<file path="src/rtcc_defs.svh">
// Register indices, field positions, reset values and sync timing for the counter control block.
`ifndef RTCC_DEFS_SVH
`define RTCC_DEFS_SVH

`define RTCC_IDX_W          6
`define RTCC_IDX_CONTROL_A  6'h00
`define RTCC_IDX_STATUS     6'h01
`define RTCC_IDX_IRQ_ENABLE 6'h02
`define RTCC_IDX_IRQ_FLAGS  6'h03
`define RTCC_IDX_LATCH      6'h04
`define RTCC_IDX_DEBUG      6'h05
`define RTCC_IDX_COUNT_LO   6'h08
`define RTCC_IDX_COUNT_HI   6'h09

`define RTCC_CTRL_ENABLE    0
`define RTCC_CTRL_FREQ_FIX  2
`define RTCC_CTRL_PRESC_LO  3
`define RTCC_CTRL_PRESC_HI  6
`define RTCC_CTRL_STANDBY   7
`define RTCC_CTRL_WMASK     8'hfd

`define RTCC_IRQ_WRAP       0
`define RTCC_IRQ_MATCH      1
`define RTCC_IRQ_WMASK      8'h03
`define RTCC_DBG_RUN        0

`define RTCC_RST_BYTE       8'h00
`define RTCC_RST_COUNT      16'h0000

`define RTCC_SYNC_TICKS     2

`endif

</file>
<file path="src/rtcc_pkg.sv">
// Types shared by the counter control block.
package rtcc_pkg;

    // Transfer of a written value into the counter tick domain, coded 00, 01, 11.
    typedef enum logic [1:0] {
        RTCC_SYNC_IDLE  = 2'b00,
        RTCC_SYNC_FIRST = 2'b01,
        RTCC_SYNC_LAST  = 2'b11
    } rtcc_sync_t;

endpackage : rtcc_pkg

</file>
<file path="src/rtcc_core.sv">
// Control, status, flag, latch and debug logic of the 16-bit real-time counter.
`timescale 1ns/1ps
`default_nettype none
`include "rtcc_defs.svh"

// Function
// Control bit 7 set keeps counting in standby; clear stops it in standby.
// Control bits 6:3 divide counter ticks by two to the field value.
// A control write reaches the counter logic two counter ticks later.
// Software waits for control busy to read zero before rewriting control.
// Control bit 2 enables frequency correction.
// Control bit 0 enables the counter.
// Status bit 3 shows a match value still transferring.
// Status bit 2 shows a wrap value still transferring.
// Status bit 1 shows a count value still transferring.
// Status bit 0 shows a control value still transferring.
// Enable bit 1 enables the match interrupt source.
// Enable bit 0 enables the wrap interrupt source.
// Flag bit 1 sets when the count equals the match value.
// Flag bit 0 sets when the count reaches the wrap value and restarts.
// Writing one clears a flag; writing zero leaves it.
// One shared byte latch makes 16-bit count accesses atomic.
// Without run-during-break, a debug break halts counting and ignores events.
// With run-during-break, counting continues during a debug break.
// Interrupt request stands while a source is enabled and its flag set.
// Counter logic advances only on its own counter clock ticks.
// The enabled counter advances once per prescaled tick, never while disabled.
module rtcc_core (
    input  wire logic        clk_in,
    input  wire logic        rst_in,
    input  wire logic        wb_cyc_in,
    input  wire logic        wb_stb_in,
    input  wire logic        wb_we_in,
    input  wire logic [7:0]  wb_adr_in,
    input  wire logic [3:0]  wb_sel_in,
    input  wire logic [31:0] wb_dat_in,
    output logic      [31:0] wb_dat_out,
    output logic             wb_ack_out,
    input  wire logic        rtc_tick_in,
    input  wire logic        standby_in,
    input  wire logic        debug_halt_in,
    input  wire logic [15:0] match_value_in,
    input  wire logic [15:0] wrap_value_in,
    input  wire logic        match_value_sync_busy_in,
    input  wire logic        wrap_value_sync_busy_in,
    output logic             irq_out,
    output logic             freq_fix_enable_out,
    output logic             counter_running_out,
    output logic      [15:0] count_value_out,
    output logic             match_event_out,
    output logic             wrap_event_out
);

    logic              ack_ff;
    logic [31:0]       dat_ff;
    logic [7:0]        ctrl_shadow_ff;
    logic [7:0]        ctrl_active_ff;
    logic [7:0]        irq_enable_ff;
    logic [7:0]        irq_flags_ff;
    logic [7:0]        latch_ff;
    logic [7:0]        debug_ff;
    logic [15:0]       count_value_ff;
    logic [15:0]       count_shadow_ff;
    logic [14:0]       presc_ff;
    rtcc_pkg::rtcc_sync_t ctrl_state_ff;
    rtcc_pkg::rtcc_sync_t nxt_ctrl_state;
    rtcc_pkg::rtcc_sync_t count_state_ff;
    rtcc_pkg::rtcc_sync_t nxt_count_state;

    // Bus decode: a write takes effect at the edge where the master sees ack.
    wire                    req_w       = wb_cyc_in & wb_stb_in;
    wire [`RTCC_IDX_W-1:0]  idx_w       = wb_adr_in[7:2];
    wire                    wr_fire_w   = req_w & wb_we_in & ack_ff & wb_sel_in[0];
    wire                    rd_take_w   = req_w & ~wb_we_in & ~ack_ff;
    wire [7:0]              wbyte_w     = wb_dat_in[7:0];
    wire                    ctrl_wr_w   = wr_fire_w & (idx_w == `RTCC_IDX_CONTROL_A);
    wire                    irqen_wr_w  = wr_fire_w & (idx_w == `RTCC_IDX_IRQ_ENABLE);
    wire                    flags_wr_w  = wr_fire_w & (idx_w == `RTCC_IDX_IRQ_FLAGS);
    wire                    latch_wr_w  = wr_fire_w & (idx_w == `RTCC_IDX_LATCH);
    wire                    debug_wr_w  = wr_fire_w & (idx_w == `RTCC_IDX_DEBUG);
    wire                    cntlo_wr_w  = wr_fire_w & (idx_w == `RTCC_IDX_COUNT_LO);
    wire                    cnthi_wr_w  = wr_fire_w & (idx_w == `RTCC_IDX_COUNT_HI);
    wire                    cntlo_rd_w  = rd_take_w & (idx_w == `RTCC_IDX_COUNT_LO);

    wire ctrl_busy_w  = (ctrl_state_ff != rtcc_pkg::RTCC_SYNC_IDLE);
    wire count_busy_w = (count_state_ff != rtcc_pkg::RTCC_SYNC_IDLE);
    wire [7:0] status_w = {4'h0, match_value_sync_busy_in,
                           wrap_value_sync_busy_in,
                           count_busy_w, ctrl_busy_w};
    wire ctrl_apply_w  = (ctrl_state_ff == rtcc_pkg::RTCC_SYNC_LAST) & rtc_tick_in;
    wire count_apply_w = (count_state_ff == rtcc_pkg::RTCC_SYNC_LAST) & rtc_tick_in;

    // Counting stops when disabled, in standby without keep-alive, or in a held break.
    wire standby_stop_w = standby_in & ~ctrl_active_ff[`RTCC_CTRL_STANDBY];
    wire debug_stop_w   = debug_halt_in & ~debug_ff[`RTCC_DBG_RUN];
    wire run_w          = ctrl_active_ff[`RTCC_CTRL_ENABLE]
                          & ~standby_stop_w & ~debug_stop_w;
    wire [3:0]  presc_code_w = ctrl_active_ff[`RTCC_CTRL_PRESC_HI:`RTCC_CTRL_PRESC_LO];
    wire [15:0] presc_full_w = (16'h0001 << presc_code_w) - 16'h0001;
    wire [14:0] presc_mask_w = presc_full_w[14:0];
    wire        presc_hit_w  = ((presc_ff & presc_mask_w) == presc_mask_w);
    wire        advance_w    = run_w & rtc_tick_in & presc_hit_w;
    wire        at_wrap_w    = (count_value_ff == wrap_value_in);
    wire        match_set_w  = advance_w & (count_value_ff == match_value_in);
    wire        wrap_set_w   = advance_w & at_wrap_w;
    wire [1:0]  flag_set_w   = {match_set_w, wrap_set_w};
    wire [1:0]  flag_clr_w   = flags_wr_w ? wbyte_w[1:0] : 2'h0;

    logic [7:0] rd_byte_w;
    always_comb begin
        unique case (idx_w)
            `RTCC_IDX_CONTROL_A:  rd_byte_w = ctrl_shadow_ff;
            `RTCC_IDX_STATUS:     rd_byte_w = status_w;
            `RTCC_IDX_IRQ_ENABLE: rd_byte_w = irq_enable_ff;
            `RTCC_IDX_IRQ_FLAGS:  rd_byte_w = irq_flags_ff;
            `RTCC_IDX_LATCH:      rd_byte_w = latch_ff;
            `RTCC_IDX_DEBUG:      rd_byte_w = debug_ff;
            `RTCC_IDX_COUNT_LO:   rd_byte_w = count_value_ff[7:0];
            `RTCC_IDX_COUNT_HI:   rd_byte_w = latch_ff;
            default:              rd_byte_w = 8'h00;
        endcase
    end

    always_comb begin
        nxt_ctrl_state = ctrl_state_ff;
        if (ctrl_wr_w) begin
            nxt_ctrl_state = rtcc_pkg::RTCC_SYNC_FIRST;
        end else if (rtc_tick_in) begin
            unique case (ctrl_state_ff)
                rtcc_pkg::RTCC_SYNC_IDLE:  nxt_ctrl_state = rtcc_pkg::RTCC_SYNC_IDLE;
                rtcc_pkg::RTCC_SYNC_FIRST: nxt_ctrl_state = rtcc_pkg::RTCC_SYNC_LAST;
                rtcc_pkg::RTCC_SYNC_LAST:  nxt_ctrl_state = rtcc_pkg::RTCC_SYNC_IDLE;
                default:                   nxt_ctrl_state = rtcc_pkg::RTCC_SYNC_IDLE;
            endcase
        end
    end

    always_comb begin
        nxt_count_state = count_state_ff;
        if (cnthi_wr_w) begin
            nxt_count_state = rtcc_pkg::RTCC_SYNC_FIRST;
        end else if (rtc_tick_in) begin
            unique case (count_state_ff)
                rtcc_pkg::RTCC_SYNC_IDLE:  nxt_count_state = rtcc_pkg::RTCC_SYNC_IDLE;
                rtcc_pkg::RTCC_SYNC_FIRST: nxt_count_state = rtcc_pkg::RTCC_SYNC_LAST;
                rtcc_pkg::RTCC_SYNC_LAST:  nxt_count_state = rtcc_pkg::RTCC_SYNC_IDLE;
                default:                   nxt_count_state = rtcc_pkg::RTCC_SYNC_IDLE;
            endcase
        end
    end

    // Bus slave: data is registered in the request cycle, ack follows one cycle later.
    always_ff @(posedge clk_in) begin
        if (rst_in) begin
            ack_ff <= 1'b0;
            dat_ff <= 32'h0000_0000;
        end else begin
            ack_ff <= req_w & ~ack_ff;
            if (rd_take_w) begin
                dat_ff <= {24'h00_0000, rd_byte_w};
            end
        end
    end

    always_ff @(posedge clk_in) begin
        if (rst_in) begin
            ctrl_shadow_ff <= `RTCC_RST_BYTE;
            irq_enable_ff  <= `RTCC_RST_BYTE;
            debug_ff       <= `RTCC_RST_BYTE;
        end else begin
            if (ctrl_wr_w) begin
                ctrl_shadow_ff <= wbyte_w & `RTCC_CTRL_WMASK;
            end
            if (irqen_wr_w) begin
                irq_enable_ff <= wbyte_w & `RTCC_IRQ_WMASK;
            end
            if (debug_wr_w) begin
                debug_ff <= {7'h00, wbyte_w[`RTCC_DBG_RUN]};
            end
        end
    end

    // Counter-side copy of the control byte, updated on the second tick.
    always_ff @(posedge clk_in) begin
        if (rst_in) begin
            ctrl_state_ff  <= rtcc_pkg::RTCC_SYNC_IDLE;
            ctrl_active_ff <= `RTCC_RST_BYTE;
        end else begin
            ctrl_state_ff <= nxt_ctrl_state;
            if (ctrl_apply_w && !ctrl_wr_w) begin
                ctrl_active_ff <= ctrl_shadow_ff;
            end
        end
    end

    // Latch holds the high byte captured on a low read, or the low byte of a write.
    always_ff @(posedge clk_in) begin
        if (rst_in) begin
            latch_ff        <= `RTCC_RST_BYTE;
            count_shadow_ff <= `RTCC_RST_COUNT;
            count_state_ff  <= rtcc_pkg::RTCC_SYNC_IDLE;
        end else begin
            count_state_ff <= nxt_count_state;
            if (cntlo_rd_w) begin
                latch_ff <= count_value_ff[15:8];
            end else if (latch_wr_w || cntlo_wr_w) begin
                latch_ff <= wbyte_w;
            end
            if (cnthi_wr_w) begin
                count_shadow_ff <= {wbyte_w, latch_ff};
            end
        end
    end

    always_ff @(posedge clk_in) begin
        if (rst_in) begin
            presc_ff       <= 15'h0000;
            count_value_ff <= `RTCC_RST_COUNT;
        end else begin
            if (!run_w && !ctrl_active_ff[`RTCC_CTRL_ENABLE]) begin
                presc_ff <= 15'h0000;
            end else if (run_w && rtc_tick_in) begin
                presc_ff <= presc_ff + 15'h0001;
            end
            if (count_apply_w && !cnthi_wr_w) begin
                count_value_ff <= count_shadow_ff;
            end else if (advance_w) begin
                count_value_ff <= at_wrap_w ? 16'h0000 : count_value_ff + 16'h0001;
            end
        end
    end

    // A hardware set wins over a simultaneous clear.
    always_ff @(posedge clk_in) begin
        if (rst_in) begin
            irq_flags_ff <= `RTCC_RST_BYTE;
        end else begin
            irq_flags_ff <= {6'h00, (irq_flags_ff[1:0] & ~flag_clr_w) | flag_set_w};
        end
    end

    assign wb_ack_out          = ack_ff;
    assign wb_dat_out          = dat_ff;
    assign irq_out             = |(irq_flags_ff[1:0] & irq_enable_ff[1:0]);
    assign freq_fix_enable_out = ctrl_active_ff[`RTCC_CTRL_FREQ_FIX];
    assign counter_running_out = run_w;
    assign count_value_out     = count_value_ff;
    assign match_event_out     = match_set_w;
    assign wrap_event_out      = wrap_set_w;
endmodule : rtcc_core
`default_nettype wire

</file>
<file path="config.mk">
export PLATFORM = sky130hd
export DESIGN_NAME = rtcc_core
export DESIGN_NICKNAME = d
export VERILOG_FILES = /design/src/rtcc_pkg.sv /design/src/rtcc_core.sv
export VERILOG_INCLUDE_DIRS = /design/src
export SDC_FILE = /design/constraint.sdc
export NUM_CORES = 1
export LEC_CHECK = 0
export BUFFER_PORTS_ARGS = -buffer_cell sky130_fd_sc_hd__buf_2
export CAP_MARGIN = 0
export CORE_AREA = 2 2 99 101
export CTS_CLUSTER_SIZE = 20
export DETAILED_ROUTE_END_ITERATION = 10
export DIE_AREA = 0 0 101 103
export PLACE_DENSITY = 0.82
export SETUP_SLACK_MARGIN = 0.1
export SLEW_MARGIN = 20
export SYNTH_ARGS = -nofsm -noshare
export SYNTH_HDL_FRONTEND = slang
export SYNTH_SLANG_ARGS = --single-unit
</file>
<file path="constraint.sdc">
create_clock -name clk_in -period 6.2 [get_ports clk_in]
set_input_delay 0.62 -clock clk_in [delete_from_list [all_inputs] [get_ports clk_in]]
set_output_delay 0.62 -clock clk_in [all_outputs]
set_load 0.02 [all_outputs]
</file>
=== Yosys cells after proc, flatten, opt, wreduce, memory -nomap -nowiden ===
Cells that the tools add are included.
Widths: inputs -> output; s select.

* Flip-flop bits (word level): 93

* Reduce and logical (&&, ||, !) cells: 21
* Eq/ne operators: 14
* Muxes and demuxes: 13
* Bitwise gates (word level): 36
* $add $sub $neg: 3
* Shifts and indexed selects: 1

{| class="wikitable"
|+ Operators with widths
! kind !! count
|-
| $pmux 8 s7 || 1
|-
| $mux 16 || 3
|-
| $eq 16x16->1 || 2
|-
| $and 1x1->1 || 25
|-
| $add 16x1->16 const B || 1
|-
| $mux 8 || 2
|-
| $add 15x1->15 const B || 1
|-
| $and 15x15->15 || 1
|-
| $eq 15x15->1 || 1
|-
| $shl 1x4->15 const A || 1
|-
| $sub 15x1->15 const B || 1
|-
| $eq 6x2->1 const B || 2
|-
| $eq 6x3->1 const B || 2
|-
| $eq 6x4->1 const B || 2
|-
| $reduce_bool 2->1 || 6
|-
| $reduce_or 2->1 || 5
|-
| $eq 6x1->1 const B || 1
|-
| $logic_not 6->1 || 1
|-
| $mux 2 || 3
|-
| $not 1->1 || 6
|-
| $and 2x2->2 || 2
|-
| $eq 2x1->1 const B || 2
|-
| $eq 2x2->1 const B || 2
|-
| $logic_and 1x1->1 || 4
|-
| other kinds (5) || 11
|}

=== Longest topological paths before layout ===
* Depth after elaboration: 9
* Depth in mapped cells: 13

=== Least setup slack after synthesis ===
OpenSTA, ideal clock, no wires.

* Kind: flip-flop to output port
* From: register ctrl_active_ff[5]
* To: output port match_event_out
* Setup slack: 2.665 ns
* Cell stages (with the launch flop): 13
* Required time: 5.580 ns
* Arrival: 2.915 ns
* Path buffers: 4
* Cell sequence: dfxtp_1 buf_2 nor3_1 nand2b_1 ha_1 buf_2 nor2b_1 o32ai_1 nand4_1 or4b_1 buf_2 clkbuf_1 nor2_1

* Word-level cells in the longest chain between the ends: 6

{| class="wikitable"
|+ RTL lines
! item !! RTL line !! RTL
|-
| from (decl) || rtcc_core.sv:57 || <nowiki>logic [7:0] ctrl_active_ff;</nowiki>
|-
| from (signal assigned) || rtcc_core.sv:187 || <nowiki>ctrl_active_ff <= `RTCC_RST_BYTE;</nowiki>
|-
| from (signal assigned) || rtcc_core.sv:191 || <nowiki>ctrl_active_ff <= ctrl_shadow_ff;</nowiki>
|-
| $shl 1x4->15 (*) || rtcc_core.sv:99 || <nowiki>wire [15:0] presc_full_w = (16'h0001 << presc_code_w) - 16'h0001;</nowiki>
|-
| $sub 15x1->15 (*) || rtcc_core.sv:99 ||
|-
| $and 15x15->15 || rtcc_core.sv:101 || <nowiki>wire presc_hit_w = ((presc_ff & presc_mask_w) == presc_mask_w);</nowiki>
|-
| $eq 15x15->1 (*) || rtcc_core.sv:101 ||
|-
| $and 1x1->1 (*) || rtcc_core.sv:102 || <nowiki>wire advance_w = run_w & rtc_tick_in & presc_hit_w;</nowiki>
|-
| $and 1x1->1 (*) || rtcc_core.sv:104 || <nowiki>wire match_set_w = advance_w & (count_value_ff == match_value_in);</nowiki>
|-
| to (decl) || rtcc_core.sv:50 || <nowiki>output logic match_event_out,</nowiki>
|}

Mark *: on every way between the ends. The rest lies on a longest branch, timed or not.

=== Worst setup path after layout ===
* From: register ctrl_active_ff[5]
* To: output port wrap_event_out

* Word-level cells in the longest chain between the ends: 6

{| class="wikitable"
|+ RTL lines
! item !! RTL line !! RTL
|-
| $shl 1x4->15 (*) || rtcc_core.sv:99 ||
|-
| $sub 15x1->15 (*) || rtcc_core.sv:99 ||
|-
| $and 15x15->15 || rtcc_core.sv:101 ||
|-
| $eq 15x15->1 (*) || rtcc_core.sv:101 ||
|-
| $and 1x1->1 (*) || rtcc_core.sv:102 ||
|-
| $and 1x1->1 (*) || rtcc_core.sv:105 || <nowiki>wire wrap_set_w = advance_w & at_wrap_w;</nowiki>
|-
| to (decl) || rtcc_core.sv:51 || <nowiki>output logic wrap_event_out</nowiki>
|}

Marks and branches as above.

==> metrics <==
outcome completed; WP data required 5.58 ns; nature of the critical path endpoint output pin; row count 36; Antenna Cells 0; setup violators final 0; crit path launch type flop; routed len/inst 17.06 µm; top cells by area, synth dfxtp_1 (35%), mux2i_1 (8.6%), nor2_1 (6.8%); Post-Route WL 13270 µm; share of cells above drive strength 1 17.92%; Boundary Pins 140; design area 0.005525 mm²; clock buffer depth 2; final period utilization 69.84%; hold_buf cts 0; WS Path Type flop to output pin; max-cap check violation count 0; Synth top cells by count nor2_1 (91), dfxtp_1 (87), mux2i_1 (43); min Tclk post-route 4.330 ns; die extent in y 103 µm; postcts setup bufs 0; Final GP Congestion 0.9114; Setup WS pre-CTS 2.271 ns; Mapped Cells 601; sequential element share of the synthesized area a little over a third; vias per cell 6.075; drt initial violations 407; RR Startpoint ctrl_active_ff[5]; Critical R2R Capture count_value_out[9]; Max-slew headroom 30.01%; CTS tree built; post-synth top area share 34.77%; EDFF count, synth 0; Yosys warning count 0; Routed Antenna Nets 0; DRC 0; setup TNS 0 ns; via count between 4000 and 5000; worst r2r path cells 9; count of input and output buffers 86; Leakage 2.138 nW; worst vdd ir 0.1288 mV; RSZ-0062 raised after global routing false; grt ovf 0; Initial Util a little over half; Pre-antenna DRT Iters 5; H-Tree Depth 3; CP Data Arrival Time 3.71 ns; reg2reg setup slack 2.49 ns; Die W roughly 100 µm; first-pass GRT wire length approximately 21000 µm; die area 0.01040 mm²; Distinct cells, synth 63; number of global-route vias before repair 4346; mapped cell area 0.005009 mm²; Setup WS post-layout 1.870 ns; cts repair resizes 0; Avg Synthesized Cell Area around 8.3 µm²; post-synth top area cell dfxtp_1; Min-Delay Startpoint wb_dat_out[0]; Hold Path Class flop to flop; clk_skew around 0.012 ns; Tot GR Track Use 25.56%; top-count cell post-synth nor2_1; Slew @ Worst Pin ~1.0 ns; clock buffer count from CTS 9; synthesis-to-layout area growth 10.32%; clk sinks 87; Design Power approximately 1 mW; fmax between 200 and 250 MHz; antenna violations before repair 0; Worst-path clk slew roughly 0.08 ns; root buf cell clkbuf_8; hold depth 2; Post-Place Cell Area around 0.0054 mm²; Pwr Density ~180 mW/mm²; Clk Latency, worst-skew pair 0.35 ns; DP HPWL 9709 µm; Final Max Tran Viols 0; top_reg_cell synth dfxtp_1; Core Area 0.009459 mm²; Final nets 749; crit-path max FO 25; post-synthesis async set-or-reset flop share 0%; largest net degree at the start of global routing between 70 and 80; Hold Path Sink wb_dat_out[0]; final hold viol count 0; Yosys reg bits slightly below 90
cell families after synthesis:
logic type      count (synthesis)  share of synthesized area, %
simple gates                  243                         24.21
compound gates                 93                         13.74
flops                          87                         34.77
buf+inv                        75                         7.644
mux                            51                         10.39
xor+xnor                       47                         8.219
fa+ha+maj                       4                        0.9494
other cells                     1                       0.07487
per-stage QoR:
step                      hold WS (ns)  util, %  cells
final                           0.4541    58.41    778
after global routing            0.4723    58.41    778
after CTS                       0.4565    58.36    778
after detailed placement        0.4451    56.61    763
after global placement          0.4379    56.61    763
after floorplan                 0.4317        -    624
how the worst max path moves through the flow:
| stage | end | start | cells past startpoint | slack, ns |
|---|---|---|---|---|
| 2_1_floorplan | match_event_out | ctrl_active_ff[5] | 12 | 2.66 |
| 3_3_place_gp | wrap_event_out | ctrl_active_ff[5] | 9 | 2.33 |
| 3_5_place_dp | wrap_event_out | ctrl_active_ff[5] | 9 | 2.27 |
| 4_1_cts | wrap_event_out | ctrl_active_ff[5] | 9 | 1.88 |
| 5_1_grt | wrap_event_out | ctrl_active_ff[5] | 9 | 1.63 |
| 6_report | wrap_event_out | ctrl_active_ff[5] | 9 | 1.87 |
critical path: stages, from the launching register on:
cell and delay (ns):
dfxtp_1 0.46, nor3_1 0.39, nand2_1 0.11, ha_1 0.30, nor2b_1 0.17, o32ai_1 0.28
nand4_1 0.13, or4b_1 0.96, nor2_1 0.33, buf_2 0.21
flip-flops by register name (all words and copies together), names as in the netlist:
signal           flops
irq_enable_ff        2
count_shadow_ff     16
ctrl_active_ff       7
ctrl_shadow_ff       7
latch_ff             8
irq_flags_ff         2
wb_dat_out           8
presc_ff            15
debug_ff             1
count_state_ff       2
wb_ack_out           1
count_value_out     16
ctrl_state_ff        2
cells in the final DEF, fill, tap and decap left out, types with 9 or more instances in the layout:
master    synthesis  final
nor4_1           10     10
nor2_1           91     90
a32oi_1           9      9
dfxtp_1          87     87
a31oi_1          10     10
nor3_1           11     11
buf_2             9     86
xor2_1           24     24
nand2_1          32     32
inv_1            10     10
a21oi_1          19     19
mux2i_1          43     43
xnor2_1          23     23
or3_1            10     10
conb_1            1     24
clkbuf_8          0     10
nand3_1          29     29
nand4_1          12     12
nor2b_1          10     10
where the power goes:
part           switching, mW  internal, mW
logic                 0.0482        0.0257
registers           0.000330         0.558
clock network          0.194         0.154
total                  0.243         0.738
layer usage:
| layer | vias up | part of all wire, % | GRT usage [%] |
|---|---|---|---|
| li1 | 2215 | - | - |
| met2 | 253 | 46 | 40.41 |
| met5 | - | 0 | 0 |
| met4 | 0 | 2.9 | 9.875 |
| met3 | 42 | 8.1 | 4.949 |
| met1 | 2216 | 43 | 34.68 |
cell type report:
type,instances,area (µm²)
multi-input cells,462,2978
flip-flops and latches,87,1742
repair buffers,90,460.4
clock inverters,3,20.02
clock buffers,12,145.1
fillers,852,3934
inverters,10,37.54
well taps,114,142.6
Power figures use the tool's default switching activity.
